<file path="config.mk">
export PLATFORM = sky130hd
export DESIGN_NAME = serial_if_mode_status_baud
export DESIGN_NICKNAME = d
export VERILOG_FILES = /design/src/pkg/sif_pkg.sv /design/src/logic/serial_if_mode_status_baud.sv
export SDC_FILE = /design/constraint.sdc
export NUM_CORES = 1
export LEC_CHECK = 0
export ABC_AREA = 1
export BUFFER_PORTS_ARGS = -buffer_cell sky130_fd_sc_hd__clkbuf_2
export CORE_MARGIN = 4
export CORE_UTILIZATION = 55
export CTS_CLUSTER_DIAMETER = 150
export CTS_CLUSTER_SIZE = 40
export DETAILED_ROUTE_END_ITERATION = 6
export GPL_TIMING_DRIVEN = 1
export MAX_ROUTING_LAYER = met4
export PLACE_DENSITY = 0.8
export SLEW_MARGIN = 20
export SYNTH_ARGS = -nofsm -noshare
export SYNTH_HDL_FRONTEND = slang
export SYNTH_SLANG_ARGS = --single-unit
</file>
<file path="constraint.sdc">
create_clock -name clock -period 2.5 [get_ports clock]
set_input_delay 0.25 -clock clock [delete_from_list [all_inputs] [get_ports clock]]
set_output_delay 0.25 -clock clock [all_outputs]
set_load 0.02 [all_outputs]
</file>
<file path="src/pkg/sif_pkg.sv">
// package: register map, field layout and types of the serial interface
package sif_pkg;
  // =======================================================
  // register byte addresses (printed offsets, one byte apart)
  localparam logic [15:0] ADDR_MODE_ASYNC = 16'hFF70;
  localparam logic [15:0] ADDR_RX_STATUS = 16'hFF71;
  localparam logic [15:0] ADDR_MODE_SYNC = 16'hFF72;
  localparam logic [15:0] ADDR_CLK_DIV = 16'hFF73;
  localparam logic [15:0] ADDR_IRQ_STATUS = 16'hFF74;
  localparam logic [15:0] ADDR_IRQ_MASK = 16'hFF75;
  localparam logic [15:0] ADDR_RX_BUF = 16'hFF76;
  localparam logic [15:0] ADDR_PORT = 16'hFF77;
  localparam logic [15:0] ADDR_UNIT = 16'h0004;
  // =======================================================
  // field positions
  localparam int BIT_TX_EN = 7;
  localparam int BIT_RX_EN = 6;
  localparam int BIT_PAR_HI = 5;
  localparam int BIT_PAR_LO = 4;
  localparam int BIT_CHAR_LEN = 3;
  localparam int BIT_STOP_LEN = 2;
  localparam int BIT_TW_EN = 7;
  localparam int BIT_FIRST = 2;
  localparam int BIT_TW_CLK = 1;
  localparam int BIT_PE = 2;
  localparam int BIT_FE = 1;
  localparam int BIT_OVE = 0;
  // =======================================================
  // reset values and masks
  localparam logic [7:0] RST_BYTE = 8'h00;
  localparam logic [7:0] DIV_WMASK = 8'hF0;
  localparam logic [7:0] ASYNC_WMASK = 8'hFC;
  localparam logic [7:0] SYNC_WMASK = 8'hCF;
  localparam logic [7:0] ERR_MASK = 8'h07;
  localparam logic [3:0] DIV_EXT = 4'h8;
  localparam logic [3:0] DIV_MAX_INT = 4'h7;
  localparam logic [1:0] PAR_NONE = 2'h0;
  localparam logic [1:0] PAR_ZERO = 2'h1;
  localparam logic [1:0] PAR_ODD = 2'h2;
  localparam logic [3:0] OVS_LAST = 4'hF;
  localparam logic [3:0] OVS_MID = 4'h7;
  localparam logic [3:0] BITS_7 = 4'h7;
  localparam logic [3:0] BITS_8 = 4'h8;
  localparam logic [8:0] PRE_ONE = 9'h001;
  localparam logic [31:0] RD_ZERO = 32'h0000_0000;

  typedef enum logic [1:0] {
    RX_IDLE = 2'b00,
    RX_START = 2'b01,
    RX_DATA = 2'b11,
    RX_STOP = 2'b10
  } rx_state_e;

  // output and output-enable pair of one two-way pin
  typedef struct packed {
    logic o;
    logic oe;
  } pin_drive_s;

  typedef struct packed {
    logic [7:0] async_mode_config;
    logic [7:0] sync_mode_config;
    logic [7:0] clock_divider_select;
    logic [7:0] rx_error_status;
    logic [7:0] receive_buffer;
    logic rx_full;
    logic [7:0] irq_status;
    logic [7:0] irq_mask;
    logic [2:0] port_out;
    logic [2:0] port_dir;
    rx_state_e rx_state;
    logic [8:0] pre_cnt;
    logic [3:0] ovs_cnt;
    logic [3:0] bit_cnt;
    logic [7:0] shift;
    logic par_acc;
    logic par_bit_seen;
    logic [1:0] ext_hist;
    logic rd_pend;
    logic [31:0] readdata;
    logic waitreq;
    logic irq;
    pin_drive_s tx_pin;
    pin_drive_s clk_pin;
    pin_drive_s rx_pin;
  } sif_state_s;
endpackage

</file>
<file path="src/logic/serial_if_mode_status_baud.sv">
// serial interface: mode decode, pin roles, receive error status, divider
// =======================================================
// Contract
// three-wire mode needs both async enables low; clock source picks pin role
// async mode needs three-wire fields zero; tx pin CMOS out; ext clock input
// pins unused by the selected mode keep their port function
// transmit-only mode leaves the receive pin a normal port pin
// read-only error status register, readable whole
// error status has no defined meaning in three-wire mode
// reset clears error status to zero
// parity mismatch sets status bit 2
// missing stop bit sets status bit 1
// a character finishing before buffer read sets status bit 0
// receiver checks only the first stop bit
// overrun repeats on every reception until the buffer is read
// divider written as a whole byte, reset to zero
// divider codes 0 to 7 select fx over 2 to the n, n 1 to 8
// code 8 selects the external clock pin; others prohibited
// transmit-zero parity setting performs no parity check
// divider low nibble reads zero and ignores writes
// all three flags update together per received character
//
// Implementation choice: the Avalon-MM register port.
`timescale 1ns/1ns
module serial_if_mode_status_baud
  import sif_pkg::*;
(
  input wire logic clock,
  input wire logic rst_n,
  input wire logic [15:0] address,
  input wire logic read,
  input wire logic write,
  input wire logic [31:0] writedata,
  input wire logic [3:0] byteenable,
  output logic [31:0] readdata,
  output logic waitrequest,
  output logic irq,
  input wire logic clk_pin_i,
  output logic clk_pin_o,
  output logic clk_pin_oe,
  input wire logic tx_pin_i,
  output logic tx_pin_o,
  output logic tx_pin_oe,
  input wire logic rx_pin_i,
  output logic rx_pin_o,
  output logic rx_pin_oe
);

  sif_state_s q, d;

  // =======================================================
  // helpers
  // n is code plus one, so a tick comes every 2^n clocks
  function automatic logic [8:0] div_limit(input logic [3:0] code);
    div_limit = PRE_ONE << (code + 4'h1);
  endfunction

  function automatic logic hit(input logic [15:0] a, input logic [15:0] r);
    hit = (a == r);
  endfunction

  logic tx_en, rx_en, tw_en, async_ok, tw_ok, ext_sel, int_sel, tick;
  logic ext_rise, sample, par_chk, par_err, stop_err, xfer, rd_buf;
  logic [1:0] par_mode;
  logic [3:0] div_code;
  logic [3:0] nbits;
  logic [7:0] err_new, irq_set;

  // =======================================================
  // mode decode
  always_comb begin
    tx_en = q.async_mode_config[BIT_TX_EN];
    rx_en = q.async_mode_config[BIT_RX_EN];
    tw_en = q.sync_mode_config[BIT_TW_EN];
    par_mode = {q.async_mode_config[BIT_PAR_HI],
                q.async_mode_config[BIT_PAR_LO]};
    div_code = q.clock_divider_select[7:4];
    // three-wire legal only with both async enables low
    tw_ok = tw_en && !tx_en && !rx_en;
    // async legal only with three-wire fields all zero
    async_ok = (tx_en || rx_en) && !tw_en &&
               !q.sync_mode_config[BIT_FIRST] &&
               !q.sync_mode_config[BIT_TW_CLK];
    ext_sel = (div_code == DIV_EXT);
    int_sel = (div_code <= DIV_MAX_INT);
    nbits = q.async_mode_config[BIT_CHAR_LEN] ? BITS_8 : BITS_7;
    par_chk = (par_mode != PAR_NONE) && (par_mode != PAR_ZERO);
    rd_buf = read && !q.waitreq && hit(address, ADDR_RX_BUF);
  end

  // =======================================================
  // next state
  always_comb begin
    d = q;
    tick = 1'b0;
    ext_rise = 1'b0;
    sample = 1'b0;
    xfer = 1'b0;
    par_err = 1'b0;
    stop_err = 1'b0;
    err_new = RST_BYTE;
    irq_set = RST_BYTE;

    // oversample tick: fx/2^n or edge of external clock pin
    d.ext_hist = {q.ext_hist[0], clk_pin_i};
    ext_rise = q.ext_hist[0] && !q.ext_hist[1];
    if (ext_sel) begin
      tick = ext_rise && async_ok;
      d.pre_cnt = PRE_ONE;
    end else if (int_sel) begin
      if (q.pre_cnt >= div_limit(div_code)) begin
        d.pre_cnt = PRE_ONE;
        tick = 1'b1;
      end else begin
        d.pre_cnt = q.pre_cnt + PRE_ONE;
      end
    end

    // receiver, 16 ticks per bit, sampled mid-bit
    if (tick) begin
      d.ovs_cnt = q.ovs_cnt + 4'h1;
    end
    sample = tick && (q.ovs_cnt == OVS_MID);
    unique case (q.rx_state)
      RX_IDLE: begin
        d.ovs_cnt = RST_BYTE[3:0];
        if (async_ok && rx_en && !rx_pin_i) begin
          d.rx_state = RX_START;
        end
      end
      RX_START: begin
        if (sample) begin
          d.rx_state = rx_pin_i ? RX_IDLE : RX_DATA;
          d.bit_cnt = RST_BYTE[3:0];
          d.par_acc = 1'b0;
          d.par_bit_seen = 1'b0;
        end
      end
      RX_DATA: begin
        if (sample) begin
          if (q.bit_cnt < nbits) begin
            d.shift = {rx_pin_i, q.shift[7:1]};
            d.par_acc = q.par_acc ^ rx_pin_i;
            d.bit_cnt = q.bit_cnt + 4'h1;
          end else begin
            d.par_acc = q.par_acc ^ rx_pin_i;
            d.par_bit_seen = 1'b1;
            d.rx_state = RX_STOP;
          end
          if (q.bit_cnt == nbits - 4'h1 && par_mode == PAR_NONE) begin
            d.rx_state = RX_STOP;
          end
        end
      end
      RX_STOP: begin
        // only the first stop bit is examined
        if (sample) begin
          xfer = 1'b1;
          d.rx_state = RX_IDLE;
        end
      end
    endcase

    // character completion: all flags replaced at once
    if (xfer) begin
      stop_err = !rx_pin_i;
      // odd parity: total ones odd -> acc 1 is good
      par_err = par_chk && q.par_bit_seen &&
                ((par_mode == PAR_ODD) ? !q.par_acc : q.par_acc);
      err_new[BIT_PE] = par_err;
      err_new[BIT_FE] = stop_err;
      err_new[BIT_OVE] = q.rx_full && !rd_buf;
      d.rx_error_status = err_new;
      d.receive_buffer = q.async_mode_config[BIT_CHAR_LEN] ? q.shift :
                         {1'b0, q.shift[7:1]};
      d.rx_full = 1'b1;
      irq_set = err_new;
    end else if (rd_buf) begin
      d.rx_full = 1'b0;
    end

    // avalon slave: one wait cycle, then answer
    d.waitreq = 1'b1;
    d.readdata = RD_ZERO;
    if ((read || write) && q.waitreq && !q.rd_pend) begin
      d.waitreq = 1'b0;
      d.rd_pend = 1'b1;
      if (read) begin
        unique case (1'b1)
          hit(address, ADDR_MODE_ASYNC):
            d.readdata[7:0] = q.async_mode_config;
          hit(address, ADDR_RX_STATUS):
            d.readdata[7:0] = q.rx_error_status;
          hit(address, ADDR_MODE_SYNC):
            d.readdata[7:0] = q.sync_mode_config;
          hit(address, ADDR_CLK_DIV):
            d.readdata[7:0] = q.clock_divider_select;
          hit(address, ADDR_IRQ_STATUS):
            d.readdata[7:0] = q.irq_status;
          hit(address, ADDR_IRQ_MASK):
            d.readdata[7:0] = q.irq_mask;
          hit(address, ADDR_RX_BUF):
            d.readdata[7:0] = q.receive_buffer;
          hit(address, ADDR_PORT):
            d.readdata[7:0] = {2'b00, q.port_dir, q.port_out};
          default:
            d.readdata = RD_ZERO;
        endcase
      end
    end else begin
      d.rd_pend = 1'b0;
    end

    // register writes take effect at the edge of the answer
    if (write && !q.waitreq && byteenable[0]) begin
      if (hit(address, ADDR_MODE_ASYNC)) begin
        d.async_mode_config = writedata[7:0] & ASYNC_WMASK;
      end
      if (hit(address, ADDR_MODE_SYNC)) begin
        d.sync_mode_config = writedata[7:0] & SYNC_WMASK;
      end
      if (hit(address, ADDR_CLK_DIV)) begin
        d.clock_divider_select = writedata[7:0] & DIV_WMASK;
      end
      if (hit(address, ADDR_IRQ_MASK)) begin
        d.irq_mask = writedata[7:0] & ERR_MASK;
      end
      if (hit(address, ADDR_PORT)) begin
        d.port_out = writedata[2:0];
        d.port_dir = writedata[5:3];
      end
    end

    // sticky interrupt status, set wins over write-one-clear
    d.irq_status = q.irq_status;
    if (write && !q.waitreq && byteenable[0] &&
        hit(address, ADDR_IRQ_STATUS)) begin
      d.irq_status = q.irq_status & ~(writedata[7:0] & ERR_MASK);
    end
    d.irq_status = d.irq_status | irq_set;
    d.irq = |(d.irq_status & q.irq_mask);

    // pin roles per mode; unused pins fall back to port function
    d.clk_pin.o = q.port_out[0];
    d.clk_pin.oe = q.port_dir[0];
    d.tx_pin.o = q.port_out[1];
    d.tx_pin.oe = q.port_dir[1];
    d.rx_pin.o = q.port_out[2];
    d.rx_pin.oe = q.port_dir[2];
    if (tw_ok) begin
      d.tx_pin.o = q.shift[0];
      d.tx_pin.oe = 1'b1;
      if (q.sync_mode_config[BIT_TW_CLK]) begin
        d.clk_pin.o = q.pre_cnt[0];
        d.clk_pin.oe = 1'b1;
      end else begin
        d.clk_pin.oe = 1'b0;
      end
      d.rx_pin.oe = 1'b0;
    end else if (async_ok) begin
      if (tx_en) begin
        d.tx_pin.o = 1'b1; // idle mark
        d.tx_pin.oe = 1'b1;
      end
      if (rx_en) begin
        d.rx_pin.oe = 1'b0;
      end
      if (ext_sel) begin
        d.clk_pin.oe = 1'b0;
      end
    end
  end

  // =======================================================
  // state register
  always_ff @(posedge clock or negedge rst_n) begin
    if (!rst_n) begin
      q <= '0;
      q.waitreq <= 1'b1;
      q.pre_cnt <= PRE_ONE;
    end else begin
      q <= d;
    end
  end

  // outputs straight from flops
  assign readdata = q.readdata;
  assign waitrequest = q.waitreq;
  assign irq = q.irq;
  assign clk_pin_o = q.clk_pin.o;
  assign clk_pin_oe = q.clk_pin.oe;
  assign tx_pin_o = q.tx_pin.o;
  assign tx_pin_oe = q.tx_pin.oe;
  assign rx_pin_o = q.rx_pin.o;
  assign rx_pin_oe = q.rx_pin.oe;

  // =======================================================
  // checks
  a_status_upper_zero: assert property (@(posedge clock) disable iff (!rst_n)
    (q.rx_error_status & ~ERR_MASK) == RST_BYTE)
    else $error("status upper bits set");
  a_div_low_zero: assert property (@(posedge clock) disable iff (!rst_n)
    q.clock_divider_select[3:0] == 4'h0)
    else $error("divider low nibble set");
  a_div_write_full: assert property (@(posedge clock) disable iff (!rst_n)
    write && !waitrequest && byteenable[0] && address == ADDR_CLK_DIV
    |=> q.clock_divider_select == ($past(writedata[7:0]) & DIV_WMASK))
    else $error("divider write lost");
  a_no_par_zero: assert property (@(posedge clock) disable iff (!rst_n)
    par_mode == PAR_ZERO && xfer |=> !q.rx_error_status[BIT_PE])
    else $error("parity flagged in zero mode");
  a_overrun_set: assert property (@(posedge clock) disable iff (!rst_n)
    xfer && q.rx_full && !rd_buf |=> q.rx_error_status[BIT_OVE])
    else $error("overrun not flagged");
  a_overrun_repeat: assert property (@(posedge clock) disable iff (!rst_n)
    xfer && !q.rx_full |=> !q.rx_error_status[BIT_OVE])
    else $error("overrun without full buffer");
  a_frame_err: assert property (@(posedge clock) disable iff (!rst_n)
    xfer && !rx_pin_i |=> q.rx_error_status[BIT_FE])
    else $error("framing error missed");
  a_flags_hold: assert property (@(posedge clock) disable iff (!rst_n)
    !xfer |=> $stable(q.rx_error_status))
    else $error("status changed outside completion");
  a_tw_pins: assert property (@(posedge clock) disable iff (!rst_n)
    tw_ok && q.sync_mode_config[BIT_TW_CLK] |=> clk_pin_oe)
    else $error("internal clock not driven");
  a_tx_only_rx: assert property (@(posedge clock) disable iff (!rst_n)
    async_ok && tx_en && !rx_en |=> rx_pin_oe == $past(q.port_dir[2]))
    else $error("rx pin lost port role");
  a_async_tx: assert property (@(posedge clock) disable iff (!rst_n)
    async_ok && tx_en |=> tx_pin_oe)
    else $error("tx pin not driven");
  a_tick_spacing: assert property (@(posedge clock)
    disable iff (!rst_n) tick && int_sel |=> !tick || ext_sel)
    else $error("prescaler tick too soon");
  a_bad_code_quiet: assert property (@(posedge clock)
    disable iff (!rst_n) !int_sel && !ext_sel |-> !tick)
    else $error("tick on prohibited divider code");
  a_ext_edge: assert property (@(posedge clock)
    disable iff (!rst_n) ext_sel && async_ok |-> tick == ext_rise)
    else $error("external tick mismatch");
  a_answer_next: assert property (@(posedge clock)
    disable iff (!rst_n) (read || write) && waitrequest |=> !waitrequest)
    else $error("request not answered");
  a_answer_one: assert property (@(posedge clock)
    disable iff (!rst_n) !waitrequest |=> waitrequest)
    else $error("answer held too long");
  a_readdata_idle: assert property (@(posedge clock)
    disable iff (!rst_n) waitrequest |-> readdata == RD_ZERO)
    else $error("read data outside answer");
  a_rd_clears_full: assert property (@(posedge clock)
    disable iff (!rst_n) rd_buf && !xfer |=> !q.rx_full)
    else $error("buffer read kept full");
  a_xfer_full: assert property (@(posedge clock)
    disable iff (!rst_n) xfer |=> q.rx_full)
    else $error("completed character not held");
  a_stop_good: assert property (@(posedge clock)
    disable iff (!rst_n) xfer && rx_pin_i |=> !q.rx_error_status[BIT_FE])
    else $error("framing error on good stop");
  a_odd_par: assert property (@(posedge clock)
    disable iff (!rst_n) xfer && par_mode == PAR_ODD && q.par_bit_seen &&
    !q.par_acc |=> q.rx_error_status[BIT_PE])
    else $error("odd parity error missed");
  a_even_par: assert property (@(posedge clock)
    disable iff (!rst_n) xfer && par_chk && par_mode != PAR_ODD &&
    q.par_bit_seen && q.par_acc |=> q.rx_error_status[BIT_PE])
    else $error("even parity error missed");
  a_no_par_none: assert property (@(posedge clock)
    disable iff (!rst_n) xfer && !par_chk |=> !q.rx_error_status[BIT_PE])
    else $error("parity flagged without check");
  a_tw_rx_in: assert property (@(posedge clock)
    disable iff (!rst_n) tw_ok |=> !rx_pin_oe)
    else $error("receive pin driven in three-wire mode");
  a_tw_clk_in: assert property (@(posedge clock)
    disable iff (!rst_n) tw_ok && !q.sync_mode_config[BIT_TW_CLK] |=>
    !clk_pin_oe)
    else $error("external clock pin driven");
  a_rx_input: assert property (@(posedge clock)
    disable iff (!rst_n) async_ok && rx_en |=> !rx_pin_oe)
    else $error("receive pin driven in async mode");
  a_ext_clk_in: assert property (@(posedge clock)
    disable iff (!rst_n) async_ok && ext_sel |=> !clk_pin_oe)
    else $error("external clock pin driven in async mode");
  a_idle_ports: assert property (@(posedge clock)
    disable iff (!rst_n) !tw_ok && !async_ok |=>
    tx_pin_oe == $past(q.port_dir[1]))
    else $error("unused tx pin lost port role");
endmodule

</file>
==> results of run 1 <==
[worst max-delay path, delay by kind of cell (launching register included)]
family	cells	cell delay [ns]
and+or+nand+nor	11	1.26
DFF	1	0.43
adders and majority gates	1	0.30
buffers and inverters	2	0.18
AOI/OAI and AO/OA	1	0.06
[stage by stage]
step	util, %	setup WS (ns)	setup TNS, ns	cell area (um^2)
after CTS	62.82	0.02123	0	5265
final	63.25	0.1522	0	5301
after detailed placement	59.86	0.05227	0	5017
after floorplan	-	0.2836	0	4898
after global routing	63.25	-0.02281	-0.1038	5301
after global placement	59.86	0.1518	0	5017
[what timing repair did]
item,CTS,global route
hold buffers,2,0
gates resized for setup,0,11
endpoints found under the setup margin,0,33
endpoints found under the hold margin,28,0
[cell type report]
type	count	area, um^2
well taps	105	131.4
flip-flops and latches	88	2207
repair buffers	53	302.8
fillers	705	3080
clock buffers	10	137.6
inverters	77	299.0
clock inverters	6	90.09
multi-input cells	410	2133
[routing by layer]
metal / vias up / wire length (um) / GRT usage [%] / share of wire, %
li1: 1968 / - / - / -
met4: 0 / 99 / 6.237 / 0.95
met2: 126 / 5084 / 35.01 / 49
met3: 12 / 627 / 4.201 / 6.0
met1: 1883 / 4617 / 29.14 / 44
met5: - / 0 / - / 0
[kinds of logic (layout without fill, tap and decap cells)]
| kind of cell | count (synthesis) | count (layout) |
|---|---|---|
| buffers and inverters | 118 | 146 |
| and+or+nand+nor | 256 | 257 |
| other | 1 | 24 |
| xor gates and xnor gates | 6 | 6 |
| DFF | 88 | 88 |
| AOI/OAI and AO/OA | 107 | 107 |
| adders and majority gates | 16 | 16 |
[synth_stat cells (3+ instances only)]
cell type | instances | area share (%)
a21oi_1 | 14 | 1.5
nand2_1 | 140 | 11
dfrtp_1 | 86 | 45
nor2_1 | 50 | 3.9
o221ai_1 | 3 | 0.55
nand2_4 | 3 | 0.70
ha_1 | 16 | 4.2
xor2_1 | 5 | 0.91
nand4_1 | 8 | 1.0
inv_1 | 75 | 5.9
nand3_1 | 27 | 2.8
nor2_2 | 4 | 0.52
buf_4 | 32 | 5.0
clkbuf_1 | 5 | 0.39
nand3_2 | 4 | 0.83
o31ai_1 | 3 | 0.47
o21ai_2 | 8 | 1.5
nor3_1 | 11 | 1.1
o21ai_0 | 64 | 6.7
o22ai_1 | 4 | 0.52
o211ai_1 | 5 | 0.78
[flip-flops by register name, summed over array words and instances (netlist names), 2 cells and up]
name,cells
par_mode,2
d,2
q,64
div_code,4
readdata,8
[power breakdown]
group | switching [mW] | internal [mW] | leakage, nW | total (mW)
clock network | 0.523 | 0.596 | 0.113 | 1.12
registers | 0.0310 | 1.48 | 1.18 | 1.51
logic | 0.364 | 0.152 | 1.30 | 0.516
total | 0.919 | 2.22 | 2.60 | 3.14
[how the worst max path moves through the flow]
| stage | slack, ns | endpoint | cells past startpoint |
|---|---|---|---|
| after global placement | 0.15 | q[46] | 14 |
| after detailed placement | 0.05 | q[46] | 14 |
| after CTS | 0.02 | q[46] | 15 |
| after floorplan | 0.28 | q[52] | 16 |
| after global routing | -0.02 | q[47] | 16 |
| final | 0.15 | q[51] | 15 |
==> impl_metrics.csv, run 1 <==
group,metric,value,unit
floorplan,ios,99,
yosys,synth_edf_count,0,
routing,vias,3989,
sta,hold_viol,0,
routing,viasPerCell,5.326,
power_and_ir_drop,powerDensity,593.0,nW/um^2
yosys,synth_cell_type_count,42,
min_path,holdPathEnd,"q[40]",
clocking,path_clk_slew,0.10,ns
sta,fmax,425.9,MHz
floorplan,rows,33,
clocking,clk_path_buf_depth,2,
clocking,cts_buffers,9,
global_route,grtUsageTotal,22.10,%
clocking,insertion_delay,0.36,ns
yosys,synth_compound_area_share,12.90,%
job,maxCapViolations,0,
clocking,cts_tree,"yes",
worst_setup_path,start_kind,"flop",
worst_setup_path,r2r-end,"q[51]",
worst_setup_path,crit_slowest_cell,"dfrtp_1",
yosys,avgSynthCellArea,8.129,um^2
yosys,seq_area_frac_synth,45.81,%
global_route,grt_max_degree,61,
sta,max-slew-margin-rel,62.41,%
place,numPortBuffers,46,
routing,drt_iter0_drc,206,
finish,fin_cells,749,
sta,whs,0.1762,ns
sta,slew_violations,0,
routing,dr.pass1.iters,5,
finish,drive_gt1_share,16.30,%
yosys,yosys.area_share.simple,23.71,%
yosys,yosys_register_bits,88,
sta,period_needed,2.348,ns
finish,final_cell_mix,"nand2_1, dfrtp_1, inv_1, o21ai_0, nor2_1",
worst_setup_path,ff2ff_setup_slack,0.15,ns
status,outcome,"finished clean",
yosys,synth_mux_area_share,0,%
routing,drt_drc_violations_left,0,
place,dp_cells,730,
clocking,clock-sinks,88,
yosys,synthArstFlopShare,100.0,%
global_route,antenna_found_initial,0,
worst_setup_path,arrival,2.59,ns
worst_setup_path,path_max_fanout,17,
place,hpwl,7861,um
sta,finalCritPeriodShare,93.91,%
sta,skew,0.01392,ns
finish,nets,714,
min_path,hold_path_class,"in -> reg",
worst_setup_path,path_class,"reg -> reg",
floorplan,die_area,10310,um^2
finish,layout_commonest_cell,"nand2_1",
yosys,synth_xor_area_share,1.092,%
worst_setup_path,cp_cell_sequence,"inv_2, nor2_4, nand2_1, ha_1, nand2_1, nor2_1, nand3_1, nand3_1, nand2_2, nand2_4, nand2_4, inv_6, nand2_4, nand2_1, o21ai_2",
floorplan,die_y,101.5,um
routing,wl,10430,um
global_route,grt_pass1_wl,17320,um
yosys,synth_area,4812,um^2
finish,area_delta_synth_final,10.17,%
clocking,htreeDepth,3,
clocking,post_cts_buffers,0,
min_path,hold_start,"write",
clocking,cts_root_buf,"clkbuf_8",
yosys,synth_top_family_by_area,"simple AND/OR/NAND/NOR gates",
routing,wl_per_cell,13.92,um
yosys,synthCells,592,
worst_setup_path,reg2reg_from,"div_code[2]",
min_path,hold_depth,3,
sta,setup_viol,0,
floorplan,dieWidth,101.5,um
worst_setup_path,critPathCaptureType,"flop",
floorplan,start_util,57.41,%
worst_setup_path,reg2reg_depth,15,
worst_setup_path,critPathRequiredTime,2.74,ns
yosys,yosysWarnings,0,
global_route,grt_pass1_vias,3738,
sta,tightest_slew,0.5618,ns
yosys,synthAdderAreaFrac,4.160,%
global_route,grt-ovfl-total,0,
power_and_ir_drop,power,3.144,mW
power_and_ir_drop,vdd_drop_max,319.8,uV
yosys,synth-main-ff-cell,"dfrtp_1",
routing,ant_nets,0,
worst_setup_path,critPathLaunch,"div_code[2]",
finish,antennaDiodeCount,0,
power_and_ir_drop,p_leak,2.595,nW
place,gp_congestion,0.9022,
worst_setup_path,slowest_delay,0.43,ns
floorplan,coreArea,8382,um^2
Note: power is estimated with default switching activity, not from simulation.
==> run 2, diff against run 1 <==
BUFFER_PORTS_ARGS = -buffer_cell sky130_fd_sc_hd__buf_2   (was -buffer_cell sky130_fd_sc_hd__clkbuf_2)
==> run 2 against run 1 <==
Compared with the run above: sequential share of layout area rose by 0.22 points; register-to-register slack about the same; global-route usage fell by 0.15 points; critical path type unchanged; largest cell class unchanged; largest power group unchanged.
==> impl_metrics.csv, run 2 (synthesis results as in run 1) <==
group,metric,value,unit
sta,rsz0062_at_grt,"no",
global_route,antenna_found_initial,0,
sta,tightest_slew,0.6477,ns
finish,fin_util,62.92,%
worst_setup_path,critPathRequiredTime,2.75,ns
routing,drt_drc_violations_left,0,
finish,area_delta_synth_final,9.594,%
global_route,grt_pass1_wl,17230,um
finish,regArea,2207,um^2
sta,fin_setup_tns,0,ns
floorplan,dieWidth,101.5,um
floorplan,start_util,57.41,%
place,place_area,5020,um^2
power_and_ir_drop,pwr-share-seq,50.9,%
floorplan,die_y,101.5,um
finish,multiInputGateArea,2143,um^2
clocking,path_clk_slew,0.09,ns
sta,slew_violations,0,
finish,layout_commonest_cell,"nand2_1",
place,gp_congestion,0.8802,
global_route,grt-ovfl-total,0,
finish,fillers,727,
routing,drt_iter0_drc,221,
routing,vias,3948,
sta,finalCritPeriodShare,93.54,%
sta,fmax,427.6,MHz
routing,ant_nets,0,
power_and_ir_drop,p_leak,2.570,nW
worst_setup_path,critPathCaptureType,"flop",
worst_setup_path,arrival,2.59,ns
clocking,clk_path_buf_depth,2,
power_and_ir_drop,power_switching,931.1,uW
place,post-place-ws,0.07961,ns
min_path,hold_path_class,"in -> reg",
global_route,grt_pass1_vias,3742,
finish,top_register,"q",
finish,final_cell_mix,"nand2_1, dfrtp_1, inv_1, o21ai_0, nor2_1",
place,numPortBuffers,46,
place,hpwl,7934,um
clocking,cts_tree,"yes",
clocking,htreeDepth,3,
power_and_ir_drop,p_sw_share,31.40,%
floorplan,ios,99,
sta,max-slew-margin-rel,56.82,%
floorplan,die_area,10310,um^2
power_and_ir_drop,vdd_drop_max,296.6,uV
worst_setup_path,path_max_fanout,8,
finish,nets,716,
power_and_ir_drop,powerDensity,562.2,nW/um^2
global_route,grtUsageTotal,21.95,%
power_and_ir_drop,internal_power,2.034,mW
routing,wl,10570,um
worst_setup_path,path_class,"reg -> reg",
routing,viasPerCell,5.257,
job,maxCapViolations,0,
global_route,grt_max_degree,50,
clocking,cts_root_buf,"clkbuf_8",
worst_setup_path,start_kind,"flop",
sta,setup_viol,0,
power_and_ir_drop,clkPwrFrac,31.3,%
floorplan,coreArea,8382,um^2
sta,hold_viol,0,
routing,wl_per_cell,14.07,um
floorplan,rows,33,
finish,final_area,5274,um^2
clocking,insertion_delay,0.37,ns
finish,antennaDiodeCount,0,
power_and_ir_drop,p_comb_share,17.8,%
sta,period_needed,2.339,ns
routing,dr.pass1.iters,5,
power_and_ir_drop,power,2.965,mW
status,outcome,"finished clean",
finish,drive_gt1_share,16.72,%
sta,skew,0.009992,ns
worst_setup_path,ff2ff_setup_slack,0.16,ns
clocking,clock-sinks,88,
clocking,cts_buffers,9,
sta,setup_ws,0.1615,ns
finish,largest_register_ffs,64,
-- run 2: changes by cell type in the layout (fill, tap and decap cells not counted), sizes merged --
cell and delta:
buf +48, bufinv -2, clkbuf -45, clkinv +1, clkinvlp +1, nand2 -1
-- run 2: layer usage --
| metal | GRT usage (%) | share of wire, % |
|---|---|---|
| met1 | 28.96 | 44 |
| met2 | 34.61 | 48 |
| met3 | 4.477 | 6.1 |
| met4 | 6.033 | 1.6 |
| met5 | - | 0 |
-- run 2: final timing paths --
path / from / endpoint / cells after the start
min in group asynchronous: rst_n / q[67] / 2
max in group asynchronous: rst_n / waitrequest / 3
hold / removal: writedata[2] / q[88] / 4
hold reg to reg: d[42] / q[42] / 0
setup / recovery: div_code[1] / q[43] / 15
setup reg to reg: div_code[1] / q[43] / 15
-- run 2: cell type report --
cell class / instances / area share, %
timing repair buffer: 56 / 5.931
clock inverter: 6 / 0.8066
inverter: 77 / 5.670
tap: 105 / 2.491
sequential: 88 / 41.85
clock buffer: 10 / 2.610
multi-input combinational: 409 / 40.64
-- run 2: critical path, stage by stage (launching register included) --
cell and delay, ns:
dfrtp_1 0.46, nand2_1 0.11, inv_1 0.09, nand2_1 0.07, ha_1 0.30, nand2_1 0.08
nor2_2 0.13, nand3_1 0.07, nand3_1 0.15, nand2_2 0.11, nand2_4 0.15, nand2_4 0.08
inv_6 0.09, nand2_1 0.07, o21ai_0 0.19, nand2_1 0.07
-- run 2: per-stage QoR --
| step | instances | hold WS (ns) |
|---|---|---|
| after floorplan | 615 | -0.04559 |
| after global placement | 732 | 0.3082 |
| after detailed placement | 732 | 0.3125 |
| after CTS | 750 | 0.1604 |
| after global routing | 751 | 0.1814 |
| final | 751 | 0.1683 |
-- run 2: timing repair --
action / CTS / global route
setup endpoints to repair: 0 / 36
buffers inserted: 0 / 1
hold buffers: 2 / 0
resized for setup: 0 / 14
endpoints found under the hold margin: 47 / 0
-- run 2: power groups by stage --
stage | clock (mW) | combinational (mW) | sequential, mW
after global placement | 0 | 0.453 | 1.54
after floorplan | 0 | 0.351 | 1.54
after CTS | 0.936 | 0.491 | 1.51
after global routing | 0.996 | 0.609 | 1.51
final | 0.929 | 0.528 | 1.51
after detailed placement | 0 | 0.480 | 1.54
==> run 3, diff against run 2 <==
PLACE_DENSITY = default   (was 0.8)
PLACE_DENSITY_LB_ADDON = 0.15   (was default)
==> run 3 against run 2 <==
Compared with the run above: sequential power barely moved; critical endpoint is now q[53]; sequential share of layout area decreased by 0.095 points; critical path depth increased by 2; non-clock buffer count shrank 1; via count did not move; clock-buffer cell count increased by 1.
==> impl_metrics.csv, run 3 (synthesis results as in run 1) <==
group,metric,value,unit
status,outcome,"finished clean",
routing,viasPerCell,5.257,
global_route,antenna_found_initial,0,
floorplan,start_util,57.41,%
finish,antennaDiodeCount,0,
sta,period_needed,2.266,ns
floorplan,die_area,10310,um^2
place,gp_congestion,0.8998,
global_route,grt-ovfl-total,0,
worst_setup_path,arrival,2.51,ns
clocking,clock-sinks,88,
clocking,cts_tree,"yes",
finish,drive_gt1_share,16.87,%
power_and_ir_drop,p_leak,2.577,nW
worst_setup_path,critPathRequiredTime,2.75,ns
worst_setup_path,crit_buf_inv,3,
global_route,grt_max_degree,57,
clocking,insertion_delay,0.36,ns
global_route,grt_pass1_vias,3684,
global_route,grtUsageTotal,22.07,%
worst_setup_path,path_common_cell,"nand2_1",
routing,drt_iter0_drc,237,
min_path,hold_path_class,"in -> reg",
clocking,cts_buffers,9,
routing,vias,3948,
floorplan,coreArea,8382,um^2
worst_setup_path,crit_family,"simple AND/OR/NAND/NOR gates",
power_and_ir_drop,vdd_drop_max,301.4,uV
sta,rsz0062_at_grt,"no",
routing,ant_nets,0,
routing,wl,10440,um
routing,wl_per_cell,13.90,um
floorplan,dieWidth,101.5,um
sta,setup_viol,0,
worst_setup_path,cp_cell_sequence,"buf_4, nor2_4, nand2_1, ha_1, nand2_1, inv_1, nand2_1, nand2_1, nand2_1, nand3_2, nand2_2, nand2_4, nand2_4, inv_6, o21ai_0, nand2_1, o21ai_2",
sta,finalCritPeriodShare,90.63,%
min_path,hold_start,"writedata[0]",
clocking,cts_root_buf,"clkbuf_8",
sta,fin_setup_tns,0,ns
clocking,clk_path_buf_depth,2,
sta,skew,0.007925,ns
sta,whs,0.1652,ns
worst_setup_path,critPathLaunch,"div_code[2]",
sta,fmax,441.4,MHz
worst_setup_path,start_kind,"flop",
finish,layout_commonest_cell,"nand2_1",
worst_setup_path,critPathCaptureType,"flop",
place,hpwl,7996,um
job,maxCapViolations,0,
floorplan,die_y,101.5,um
finish,top_register,"q",
worst_setup_path,reg2reg_from,"div_code[2]",
clocking,path_clk_slew,0.09,ns
finish,fin_cells,751,
worst_setup_path,path_class,"reg -> reg",
finish,final_cell_mix,"nand2_1, dfrtp_1, inv_1, o21ai_0, nor2_1",
sta,slew_violations,0,
sta,hold_viol,0,
floorplan,rows,33,
routing,dr.pass1.iters,5,
finish,area_delta_synth_final,9.906,%
power_and_ir_drop,powerDensity,561.5,nW/um^2
sta,max-slew-margin-rel,53.01,%
place,dp_cells,731,
worst_setup_path,crit_slowest_cell,"dfrtp_1",
power_and_ir_drop,power,2.970,mW
global_route,grt_pass1_wl,17370,um
finish,largest_register_ffs,64,
routing,drt_drc_violations_left,0,
floorplan,ios,99,
worst_setup_path,slowest_delay,0.40,ns
sta,setup_ws,0.2343,ns
worst_setup_path,path_max_fanout,7,
finish,nets,716,
clocking,htreeDepth,3,
sta,tightest_slew,0.7048,ns
place,numPortBuffers,46,
place,post-place-ws,0.05678,ns
[run 3: cell count changes in the layout (fill, tap and decap cells not counted), sizes merged]
cell,change
clkbuf,+1
clkinv,+1
nand2,+1
inv,-1
buf,-1
clkinvlp,-1
[run 3: tightest hold or removal path: stages]
cell,delay (ns)
buf_2,0.08
nand2_1,0.04
nand2_1,0.05
nand2_1,0.06
[run 3: cell type report]
| type | instances | area, um^2 |
|---|---|---|
| fill | 738 | 3093 |
| sequential | 88 | 2208 |
| multi-input combinational | 410 | 2155 |
| timing repair buffer | 55 | 305.3 |
| inverter | 77 | 299.0 |
| clock buffer | 11 | 151.4 |
| tap | 105 | 131.4 |
| clock inverter | 5 | 38.79 |
[run 3: report_power, final]
| group | internal, mW | switching (mW) |
|---|---|---|
| logic | 0.154 | 0.364 |
| clock network | 0.421 | 0.522 |
| registers | 1.48 | 0.0315 |
| total | 2.05 | 0.917 |
[run 3: final timing paths]
kind,to,slack (ns),depth (start not counted)
setup / recovery,q[53],0.23,17
hold / removal,q[86],0.17,4
setup reg to reg,q[53],0.23,17
hold reg to reg,q[42],0.40,0
max in group asynchronous,div_code[1],1.29,3
min in group asynchronous,q[67],0.49,2
[run 3: layer usage]
metal | part of all wire, % | vias to the layer above | global-route usage (%) | wire length (um)
li1 | - | 1963 | - | -
met1 | 46 | 1841 | 31.14 | 4835
met2 | 46 | 131 | 33.40 | 4756
met3 | 6.6 | 13 | 2.686 | 687
met4 | 1.6 | 0 | 7.055 | 162
met5 | 0 | - | - | 0
[run 3: repair_timing]
action                     in CTS  in global routing
setup endpoints to repair       0                 38
hold endpoints to repair       53                  0
hold buffers                    2                  0
setup buffers                   0                  1
resized for setup               0                 15
[run 3: per-stage QoR]
step,util [%],area [um^2]
2_1_floorplan,-,4898
3_3_place_gp,59.80,5012
3_5_place_dp,59.80,5012
4_1_cts,62.31,5223
5_1_grt,63.10,5289
6_report,63.10,5289
